$ cat src/step_input_defines.svh
`ifndef STEP_INPUT_DEFINES_SVH
`define STEP_INPUT_DEFINES_SVH

// Register byte offsets.
`define REG_MODE_POL 8'h00
`define REG_RUN_POL 8'h04
`define REG_CANCEL_SET 8'h08
`define REG_SEL_POL 8'h0c
`define REG_STATUS 8'h10
`define REG_CMD 8'h14

// Field positions.
`define STAT_MODE0_BIT 0
`define STAT_RUN_BIT 1
`define STAT_CANCEL_BIT 2
`define STAT_STEP_LSB 8
`define CMD_START_BIT 0
`define CMD_STOP_BIT 1
`define CMD_CANCEL_BIT 2
`define CMD_USE_STEP_BIT 3
`define CMD_STEP_LSB 8

// Reset values.
`define RST_MODE_POL 2'h0
`define RST_RUN_POL 2'h0
`define RST_CANCEL_SET 2'h0
`define RST_SEL_POL 14'h0000

`endif

$ cat src/step_input_pkg.sv
package step_input_pkg;

  // Two-bit polarity setting decoded for the mode and step-select inputs; run and cancel use bit 0 to invert and bit 1 to disable.
  typedef enum logic [1:0] {
    pol_on = 2'h0,
    pol_off = 2'h1,
    pol_force_on = 2'h2,
    pol_force_off = 2'h3
  } pol_t;

  typedef enum logic [2:0] {
    st_idle = 3'h1,
    st_run = 3'h2,
    st_halt = 3'h4
  } run_state_t;

endpackage

$ cat src/program_step_input_select.sv
// The implementer's own choices: the Wishbone register port and the register addresses.
`timescale 1ns/1ns
`default_nettype none
`include "step_input_defines.svh"

// Function
// - Active mode input selects program mode 0
// - Mode setting: on, off, force0, force1
// - Run/halt level starts or stops; 1 inverts
// - Run settings 2 or 3 ignore input
// - Cancel on rising or falling conducting edge
// - Cancel settings 2 or 3 ignore input
// - Select polarity: on, off, always, never
// - Seven select bits form step 0..127
// - Serial control needs no pins or settings
// - Serial commands need no mode switch
// - Table holds 128 steps 0 to 127
module program_step_input_select #(
  parameter int step_bits = 7
) (
  input wire logic sys_clk,
  input wire logic nrst,
  input wire logic clk_en,
  input wire logic mode_select_input,
  input wire logic run_halt_input,
  input wire logic program_cancel_input,
  input wire logic [step_bits-1:0] step_select_in,
  input wire logic [31:0] wb_adr_i,
  input wire logic [31:0] wb_dat_i,
  output logic [31:0] wb_dat_o,
  input wire logic wb_we_i,
  input wire logic [3:0] wb_sel_i,
  input wire logic wb_cyc_i,
  input wire logic wb_stb_i,
  output logic wb_ack_o,
  output logic mode0_active,
  output logic program_running,
  output logic program_start,
  output logic program_stop,
  output logic program_cancel,
  output logic [step_bits-1:0] step_index
);

  localparam int nin = step_bits + 3;

  typedef struct packed {
    logic [1:0] mode_pol;
    logic [1:0] run_pol;
    logic [1:0] cancel_set;
    logic [2*step_bits-1:0] sel_pol;
    logic cancel_prev;
    logic run_prev;
    logic cancel_seen;
    step_input_pkg::run_state_t run_st;
    logic [step_bits-1:0] step;
    logic start_p;
    logic stop_p;
    logic cancel_p;
    logic mode0;
    logic ack;
    logic [31:0] rdata;
  } state_t;

  state_t s_q;
  state_t s_d;
  logic [nin-1:0] pins_sync;
  logic mode_lvl;
  logic run_lvl;
  logic run_ok;
  logic cancel_lvl;
  logic cancel_ok;
  logic [step_bits-1:0] sel_lvl;
  logic bus_req;
  logic bus_wr;
  logic bus_rd;
  logic cmd_start;
  logic cmd_stop;
  logic cmd_cancel;
  logic [31:0] status_word;

  // Pins come from isolated photocouplers, so they are asynchronous.
  input_sync #(
    .width(nin)
  ) u_sync (
    .sys_clk(sys_clk),
    .nrst(nrst),
    .clk_en(clk_en),
    .pin_in({step_select_in, program_cancel_input, run_halt_input, mode_select_input}),
    .pin_sync(pins_sync)
  );

  // Applies a polarity setting to a conducting level; force codes ignore the pin.
  function automatic logic apply_pol(input logic [1:0] pol, input logic lvl);
    logic r;
    r = 1'b0;
    case (step_input_pkg::pol_t'(pol))
      step_input_pkg::pol_on: r = lvl;
      step_input_pkg::pol_off: r = ~lvl;
      step_input_pkg::pol_force_on: r = 1'b1;
      default: r = 1'b0;
    endcase
    return r;
  endfunction

  always_comb begin
    // Code 2 forces mode 0 and code 3 forces mode 1, same as the generic decode.
    mode_lvl = apply_pol(s_q.mode_pol, pins_sync[0]);
    run_lvl = apply_pol(s_q.run_pol[0] ? 2'h1 : 2'h0, pins_sync[1]);
    run_ok = ~s_q.run_pol[1];
    cancel_lvl = apply_pol(s_q.cancel_set[0] ? 2'h1 : 2'h0, pins_sync[2]);
    cancel_ok = ~s_q.cancel_set[1];
  end

  genvar gi;
  generate
    for (gi = 0; gi < step_bits; gi++) begin : g_sel
      assign sel_lvl[gi] = apply_pol(s_q.sel_pol[2*gi +: 2], pins_sync[3+gi]);
    end
  endgenerate

  assign bus_req = wb_cyc_i & wb_stb_i & ~s_q.ack;
  assign bus_wr = bus_req & wb_we_i;
  assign bus_rd = bus_req & ~wb_we_i;
  // Serial commands act regardless of mode and of the pin settings.
  assign cmd_start = bus_wr && wb_adr_i[7:0] == `REG_CMD && wb_sel_i[0]
                     && wb_dat_i[`CMD_START_BIT];
  assign cmd_stop = bus_wr && wb_adr_i[7:0] == `REG_CMD && wb_sel_i[0]
                    && wb_dat_i[`CMD_STOP_BIT];
  assign cmd_cancel = bus_wr && wb_adr_i[7:0] == `REG_CMD && wb_sel_i[0]
                      && wb_dat_i[`CMD_CANCEL_BIT];

  always_comb begin
    status_word = 32'h0000_0000;
    status_word[`STAT_MODE0_BIT] = s_q.mode0;
    status_word[`STAT_RUN_BIT] = (s_q.run_st == step_input_pkg::st_run);
    status_word[`STAT_CANCEL_BIT] = s_q.cancel_seen;
    status_word[`STAT_STEP_LSB +: step_bits] = s_q.step;
  end

  always_comb begin
    s_d = s_q;
    if (clk_en) begin
      s_d.start_p = 1'b0;
      s_d.stop_p = 1'b0;
      s_d.cancel_p = 1'b0;
      s_d.ack = bus_req;
      s_d.mode0 = mode_lvl;
      s_d.run_prev = run_lvl;
      s_d.cancel_prev = cancel_lvl;
      // Pin step is loaded only while the pins are in charge of the table; otherwise it holds its value.
      if (mode_lvl) begin
        s_d.step = sel_lvl;
      end
      // Pin-driven start and stop, only in mode 0.
      if (mode_lvl && run_ok && run_lvl && !s_q.run_prev
          && s_q.run_st != step_input_pkg::st_run) begin
        s_d.start_p = 1'b1;
      end else if (mode_lvl && run_ok && !run_lvl && s_q.run_prev
                   && s_q.run_st == step_input_pkg::st_run) begin
        s_d.stop_p = 1'b1;
      end
      // Edge on the polarised level, so setting 1 catches the falling edge.
      if (mode_lvl && cancel_ok && cancel_lvl && !s_q.cancel_prev) begin
        s_d.cancel_p = 1'b1;
      end
      if (cmd_start) begin
        s_d.start_p = 1'b1;
        if (wb_dat_i[`CMD_USE_STEP_BIT]) begin
          s_d.step = wb_dat_i[`CMD_STEP_LSB +: step_bits];
        end
      end
      if (cmd_stop) begin
        s_d.stop_p = 1'b1;
      end
      if (cmd_cancel) begin
        s_d.cancel_p = 1'b1;
      end
      case (s_q.run_st)
        step_input_pkg::st_idle: begin
          if (s_d.start_p) begin
            s_d.run_st = step_input_pkg::st_run;
          end
        end
        step_input_pkg::st_run: begin
          if (s_d.cancel_p) begin
            s_d.run_st = step_input_pkg::st_idle;
          end else if (s_d.stop_p) begin
            s_d.run_st = step_input_pkg::st_halt;
          end
        end
        step_input_pkg::st_halt: begin
          // A halted program restarts where it stopped, or is cancelled.
          if (s_d.cancel_p) begin
            s_d.run_st = step_input_pkg::st_idle;
          end else if (s_d.start_p) begin
            s_d.run_st = step_input_pkg::st_run;
          end
        end
        default: s_d.run_st = step_input_pkg::st_idle;
      endcase
      // Set wins over a clear in the same cycle.
      if (bus_wr && wb_adr_i[7:0] == `REG_STATUS && wb_sel_i[0]
          && wb_dat_i[`STAT_CANCEL_BIT]) begin
        s_d.cancel_seen = 1'b0;
      end
      if (s_d.cancel_p) begin
        s_d.cancel_seen = 1'b1;
      end
      if (bus_wr && wb_sel_i[0]) begin
        if (wb_adr_i[7:0] == `REG_MODE_POL) begin
          s_d.mode_pol = wb_dat_i[1:0];
        end else if (wb_adr_i[7:0] == `REG_RUN_POL) begin
          s_d.run_pol = wb_dat_i[1:0];
        end else if (wb_adr_i[7:0] == `REG_CANCEL_SET) begin
          s_d.cancel_set = wb_dat_i[1:0];
        end else if (wb_adr_i[7:0] == `REG_SEL_POL) begin
          s_d.sel_pol[7:0] = wb_dat_i[7:0];
        end
      end
      if (bus_wr && wb_sel_i[1] && wb_adr_i[7:0] == `REG_SEL_POL) begin
        s_d.sel_pol[2*step_bits-1:8] = wb_dat_i[2*step_bits-1:8];
      end
      s_d.rdata = 32'h0000_0000;
      if (bus_rd) begin
        if (wb_adr_i[7:0] == `REG_MODE_POL) begin
          s_d.rdata[1:0] = s_q.mode_pol;
        end else if (wb_adr_i[7:0] == `REG_RUN_POL) begin
          s_d.rdata[1:0] = s_q.run_pol;
        end else if (wb_adr_i[7:0] == `REG_CANCEL_SET) begin
          s_d.rdata[1:0] = s_q.cancel_set;
        end else if (wb_adr_i[7:0] == `REG_SEL_POL) begin
          s_d.rdata[2*step_bits-1:0] = s_q.sel_pol;
        end else if (wb_adr_i[7:0] == `REG_STATUS) begin
          s_d.rdata = status_word;
        end
      end
    end
  end

  always_ff @(posedge sys_clk or negedge nrst) begin
    if (!nrst) begin
      s_q <= '{mode_pol: `RST_MODE_POL, run_pol: `RST_RUN_POL,
               cancel_set: `RST_CANCEL_SET, sel_pol: `RST_SEL_POL,
               run_st: step_input_pkg::st_idle, default: '0};
    end else begin
      s_q <= s_d;
    end
  end

  assign wb_ack_o = s_q.ack;
  assign wb_dat_o = s_q.rdata;
  assign mode0_active = s_q.mode0;
  assign program_running = (s_q.run_st == step_input_pkg::st_run);
  assign program_start = s_q.start_p;
  assign program_stop = s_q.stop_p;
  assign program_cancel = s_q.cancel_p;
  assign step_index = s_q.step;

endmodule
`default_nettype wire

$ cat src/input_sync.sv
`timescale 1ns/1ns
`default_nettype none

// Two-flop synchroniser for a bundle of pin levels.
module input_sync #(
  parameter int width = 10
) (
  input wire logic sys_clk,
  input wire logic nrst,
  input wire logic clk_en,
  input wire logic [width-1:0] pin_in,
  output logic [width-1:0] pin_sync
);

  typedef struct packed {
    logic [width-1:0] first;
    logic [width-1:0] second;
  } sync_state_t;

  sync_state_t s_q;
  sync_state_t s_d;

  always_comb begin
    s_d = s_q;
    if (clk_en) begin
      s_d.first = pin_in;
      s_d.second = s_q.first;
    end
  end

  always_ff @(posedge sys_clk or negedge nrst) begin
    if (!nrst) begin
      s_q <= '0;
    end else begin
      s_q <= s_d;
    end
  end

  assign pin_sync = s_q.second;

endmodule
`default_nettype wire

$ cat config.mk
export PLATFORM = sky130hd
export DESIGN_NAME = program_step_input_select
export DESIGN_NICKNAME = d
export VERILOG_FILES = /design/src/step_input_pkg.sv /design/src/program_step_input_select.sv /design/src/input_sync.sv
export VERILOG_INCLUDE_DIRS = /design/src /design/src/src
export SDC_FILE = /design/constraint.sdc
export NUM_CORES = 1
export LEC_CHECK = 0
export BUFFER_PORTS_ARGS = -buffer_cell sky130_fd_sc_hd__clkbuf_2
export CAP_MARGIN = 10
export CORE_MARGIN = 3
export CORE_UTILIZATION = 50
export CTS_CLUSTER_SIZE = 14
export DETAILED_ROUTE_END_ITERATION = 7
export PLACE_DENSITY = 0.81
export SKIP_CTS_REPAIR_TIMING = 1
export SLEW_MARGIN = 15
export SYNTH_ARGS = -nofsm -noshare
export SYNTH_HDL_FRONTEND = slang
export SYNTH_SLANG_ARGS = --single-unit
export TNS_END_PERCENT = 10
$ cat constraint.sdc
create_clock -name sys_clk -period 2.4 [get_ports sys_clk]
set_input_delay 0.24 -clock sys_clk [delete_from_list [all_inputs] [get_ports sys_clk]]
set_output_delay 0.24 -clock sys_clk [all_outputs]
set_load 0.05 [all_outputs]
## Word-level counts from Yosys, hierarchy flattened

Index checks and enable logic that the tools add are counted.

| storage, ports and cells | value |
|---|---|
| register bits | 90 |
| output and inout port bits | 45 |
| input port bits | 84 |
| word-level logic and storage cells | 153 |

| cells by class | value |
|---|---|
| equality and inequality tests | 30 |
| multiplexer cells | 41 |
| reduce and logical (&&, ||, !) cells | 43 |
| bitwise gates (word level) | 21 |

Operators with widths:

| kind | number |
|---|---|
| 2-to-1 mux 32 bit | 1 |
| 2-to-1 mux 30 bit | 1 |
| one-hot mux 1 bit (3 select lines) | 10 |
| 2-to-1 mux 13 bit | 2 |
| logical AND 1 bit | 21 |
| zero test 2 bit | 10 |
| NOT 1 bit | 17 |
| equality test 2 x 1 -> 1 bit, second input constant | 8 |
| equality test 2 bit, second input constant | 8 |
| equality test 8 x 4 -> 1 bit, second input constant | 2 |
| equality test 8 x 5 -> 1 bit, second input constant | 2 |
| 2-to-1 mux 8 bit | 2 |
| 2-to-1 mux 15 bit | 1 |
| 2-to-1 mux 14 bit | 1 |
| 2-to-1 mux 7 bit | 2 |
| 2-to-1 mux 1 bit | 13 |
| 2-to-1 mux 3 bit | 4 |
| one-hot mux 3 bit (3 select lines) | 1 |
| equality test 8 x 3 -> 1 bit, second input constant | 1 |
| zero test 8 bit | 1 |
| 2-to-1 mux 2 bit | 3 |
| AND reduction 2 bit | 3 |
| AND reduction 6 bit | 1 |
| AND reduction 5 bit | 1 |
| 12 further kinds | 19 |

## Logic depth before layout (Yosys ltp)

| depth | value |
|---|---|
| depth in word-level cells | 14 |
| depth in mapped cells | 8 |
| gate-level depth less buffers | 5 |

## Hierarchy

A second synthesis with hierarchy kept.

| second synthesis, totals | value |
|---|---|
| cell total of the unflattened synthesis | 352 |
| area, all modules | 3892.5 um2 |

By module, submodules not included:

| module | area an instance (um2) | cells an instance | instances |
|---|---|---|---|
| program_step_input_select | 2994.1 | 300 | 1 |
| input_sync | 898.4 | 52 | 1 |

## Worst setup path after synthesis

Ideal clock, no wire load.

| timing path | value |
|---|---|
| kind | register to register |
| from | register s_q, in the netlist wb_ack_o |
| to | register s_q[58] (netlist name) |
| stages on the path, launching flop included | 7 |
| required time | 2.275 ns |
| clock period less this slack | 2.116 ns |
| slack | 0.284 ns |
| library setup time | 0.125 ns |
| data arrival time | 1.992 ns |
| path through | dfrtp_1 nand3b_1 or2_2 buf_2 inv_1 nand4_1 mux2_2 |

| on the way | value |
|---|---|
| word-level cells in the longest chain between the ends | 6 |

RTL lines:

| what | line | text |
|---|---|---|
| from (decl) | program_step_input_select.sv:64 | `state_t s_q;` |
| from (signal assigned) | program_step_input_select.sv:242 | `` s_q <= '{mode_pol: `RST_MODE_POL, run_pol: `RST_RUN_POL, `` |
| NOT 1 bit | program_step_input_select.sv:121 | `assign bus_req = wb_cyc_i & wb_stb_i & ~s_q.ack;` |
| bitwise AND 1 bit | program_step_input_select.sv:121 |  |
| bitwise AND 1 bit | program_step_input_select.sv:122 | `assign bus_wr = bus_req & wb_we_i;` |
| logical AND 1 bit | program_step_input_select.sv:220 | `` if (bus_wr && wb_sel_i[1] && wb_adr_i[7:0] == `REG_SEL_POL) begin `` |
| logical AND 1 bit (no source line) | n/a |  |
| AND reduction 2 bit (no source line) | n/a |  |

No other way between the ends.
A chain may end at the register's enable or synchronous reset.

## Worst setup path after layout

| timing path | value |
|---|---|
| from | register s_q, in the netlist wb_ack_o |
| to | register s_q[61] (netlist name) |

Same word-level chain as after synthesis.

==> impl_summary.log <==
INFO  metric design_power_total = 2.92 mW
INFO  metric worst_slew_pin_slew = around 640 ps
INFO  metric diodes = 0
INFO  metric synth_area_leaders = dfrtp_1 (50%), mux2_2 (13%), buf_4 (8.1%)
INFO  metric worstPathArrival = ~2400 ps
INFO  metric slowest_cell_on_the_critical_path = or2_2
INFO  metric nets = between 400 and 500
INFO  metric grt_max_degree = 48
INFO  metric timing.max_cap.violations = 0
INFO  metric tritoncts_clock_tree = yes
INFO  metric cts_buffer_depth = 2
INFO  metric hold_path_class = in -> reg
INFO  metric vias_per_cell = 5.33
INFO  metric timing.final.crit_share = 91.2%
INFO  metric timing.final.hold_violations = 0
INFO  metric synth_warnings = 0
INFO  metric design.core.area = 6870 sq um
INFO  metric setup.worst_path.start = wb_ack_o$_DFFE_PN0P_
INFO  metric hold_path.startpoint = step_select_in[1]
INFO  metric slew_limit_headroom = approximately 57%
INFO  metric worst-path-max-fanout = 6
INFO  metric insertion_delay = roughly 340 ps
INFO  metric syn_to_final_growth = 12.3%
INFO  metric grt_antenna_before_repair = 0
INFO  metric run_status = finished clean
INFO  metric critical_path.startpoint_type = register
INFO  metric postRouteWirelength = around 7300 um
INFO  metric row_count = 30
INFO  metric reg2reg_from = wb_ack_o$_DFFE_PN0P_
INFO  metric slew_viol_final = 0
INFO  metric dp.final_hpwl = 5350 um
INFO  metric synthCells = 320
INFO  metric die_h = 90.9 um
INFO  metric layout.cells.most_common = dfrtp_1
INFO  metric drtIter0Drc = 141
INFO  metric drc_errors = 0
INFO  metric synth_largest_area_cell = dfrtp_1
INFO  metric dr.pass1.iters = 4
INFO  metric rsz0062_at_grt = no
INFO  metric syn-cell-area = 3600 sq um
INFO  metric gp_routability_congestion = 0.894
INFO  metric layout.cells.most_common_list = dfrtp_1 (72), clkbuf_2 (67), mux2_2 (41), nor2_1 (28), conb_1 (17)
INFO  metric power.density = 723 nW/um^2
INFO  metric grt_overflow = 0
INFO  metric cts.sinks = 73
INFO  metric post_drt_wl_per_cell = 15.6 um
INFO  metric critPathCaptureType = register
INFO  metric count_of_state_elements_after_synthesis = 73
INFO  metric syn-mean-instance-area = roughly 11 sq um
INFO  metric io_pins = roughly 130
INFO  metric timing.critical_path.required = 2630 ps
INFO  metric timing.reg2reg.worst_path_depth = 5
INFO  metric post_route_cells_drive_above_1_share = 37.5%
INFO  metric cpPeakStageDelay = approximately 460 ps
INFO  metric final-setup-viol-count = 0
INFO  metric yosys.area.top_type_share = 50.1%
INFO  metric ys_types = 45
INFO  metric setup.worst_path.class = reg -> reg
INFO  metric groute.usage.overall = 18.8%
INFO  metric finClkSkew = 11.4 ps
INFO  metric ant_nets = 0
INFO  metric cts_buffers = 9
INFO  metric effective_utilization_at_floorplan = 52.4%
INFO  metric timing.hold.worst_path_depth = 2
INFO  metric synth_sequential_area_ratio = 50.8%
INFO  metric totalNegativeSetupSlack = 0 ps
INFO  metric crit-reg2reg-capture = s_q[61]$_DFFE_PN0P_
INFO  metric period_needed = 2190 ps
INFO  metric grt_first_pass_wirelength = roughly 12,000 um
INFO  metric cts.htree.levels = 3
INFO  metric reg2reg_setup_slack = 210 ps
INFO  metric clk_pin_slew = 70 ps
INFO  metric vias_in_the_first_global_route = 2,599
INFO  metric io_buffer_count = 68
INFO  metric design.die.area = 8250 sq um
INFO  metric timing.critical_path.cells = nand3b_1 > or2_2 > inv_1 > nand4_1 > mux2_2
INFO  metric peakVddDrop = about 0.00045 V
INFO  metric max_clock_freq = 0.457 GHz
INFO  metric hold_path_end = u_sync.s_q[14]$_DFFE_PN0P_
INFO  metric die-width = 90.9 um
INFO  metric p_leak = 1.93 nW
INFO  metric detailroute.via_count = 2,518
INFO  metric cts_root_buf = clkbuf_8
-- synthesized netlist by cell type (all sizes together) --
| library cell | instances |
|---|---|
| dfrtp | 72 |
| buf | 44 |
| mux2 | 41 |
| nor2 | 28 |
| o21ai | 17 |
| a22oi | 15 |
| inv | 14 |
| nand2 | 13 |
| a21oi | 10 |
| xnor2 | 9 |
| a22o | 6 |
| nor3 | 6 |
| clkbuf | 5 |
| nor4 | 5 |
| nand3 | 4 |
| nand3b | 3 |
| nand4 | 3 |
| o221ai | 3 |
| nand4b | 2 |
| nor3b | 2 |
| o2bb2ai | 2 |
| or2 | 2 |
| or3 | 2 |
| a21o | 1 |
| conb | 1 |
| dfstp | 1 |
| nand2b | 1 |
| nand4bb | 1 |
| nor2b | 1 |
| o211a | 1 |
| o211ai | 1 |
| o21a | 1 |
| o2bb2a | 1 |
| or4b | 1 |
| or4bb | 1 |
-- layout make-up --
class	instances	area [sq um]
clock inverters	3	40.0
well taps	96	120
fillers	583	2830
inverters	14	52.6
clock buffers	12	155
flip-flops and latches	73	1830
multi-input cells	200	1450
repair buffers	74	400
-- worst max path at each step --
stage | endpoint | slack [ps] | cells past startpoint
2_1_floorplan | s_q[58]$_DFFE_PN0P_ | 280 | 6
3_3_place_gp | s_q[61]$_DFFE_PN0P_ | 330 | 5
6_report | s_q[61]$_DFFE_PN0P_ | 210 | 5
3_5_place_dp | s_q[61]$_DFFE_PN0P_ | 230 | 5
4_1_cts | s_q[61]$_DFFE_PN0P_ | 200 | 5
5_1_grt | s_q[61]$_DFFE_PN0P_ | 100 | 5
-- critical path, delay by kind of cell (launching register included) --
kind | cells | cell delay (ps)
simple gates | 3 | 1140
buf+inv | 1 | 130
mux | 1 | 400
flops | 1 | 400
-- power breakdown --
| group | switching (mW) | internal (mW) |
|---|---|---|
| combinational | 0.393 | 0.167 |
| clock | 0.429 | 0.528 |
| sequential | 0.0722 | 1.33 |
| total | 0.894 | 2.03 |
-- per-layer routing --
metal	wire length, um	vias up	GRT usage [%]
li1	-	1169	-
met1	3200	1232	23.9
met3	515	16	4.83
met5	0	-	0
met4	168	0	9.17
met2	3450	101	29.8
-- through the flow --
step           setup slack (ps)  instance area, sq um  utilization, %  hold slack, ps  std cells
2_1_floorplan               284                  3660               -           -55.6        336
3_3_place_gp                330                  3840            55.8             284        456
3_5_place_dp                233                  3840            55.8             305        456
4_1_cts                     199                  4030            58.7           -66.4        471
5_1_grt                    95.9                  4040            58.8             112        472
6_report                    212                  4040            58.8             131        472
-- flip-flops by register name, summed over array words and instances (netlist names), 7 cells and up --
signal,flops
s_q,26
u_sync.s_q,10
step_index,7
u_sync.pin_sync,10
wb_dat_o,15
-- cell families (layout without fill, tap and decap cells) --
group,after synthesis,in the layout,synth area share [%]
other,1,17,0.104
buffers and inverters,63,103,10.7
multiplexers,41,41,12.8
XOR/XNOR,9,9,2.19
AND/OR/NAND/NOR,75,75,12.6
AO/OA/AOI/OAI,58,58,10.7
flip-flops,73,73,50.8
(Power assumes the default switching activity.)
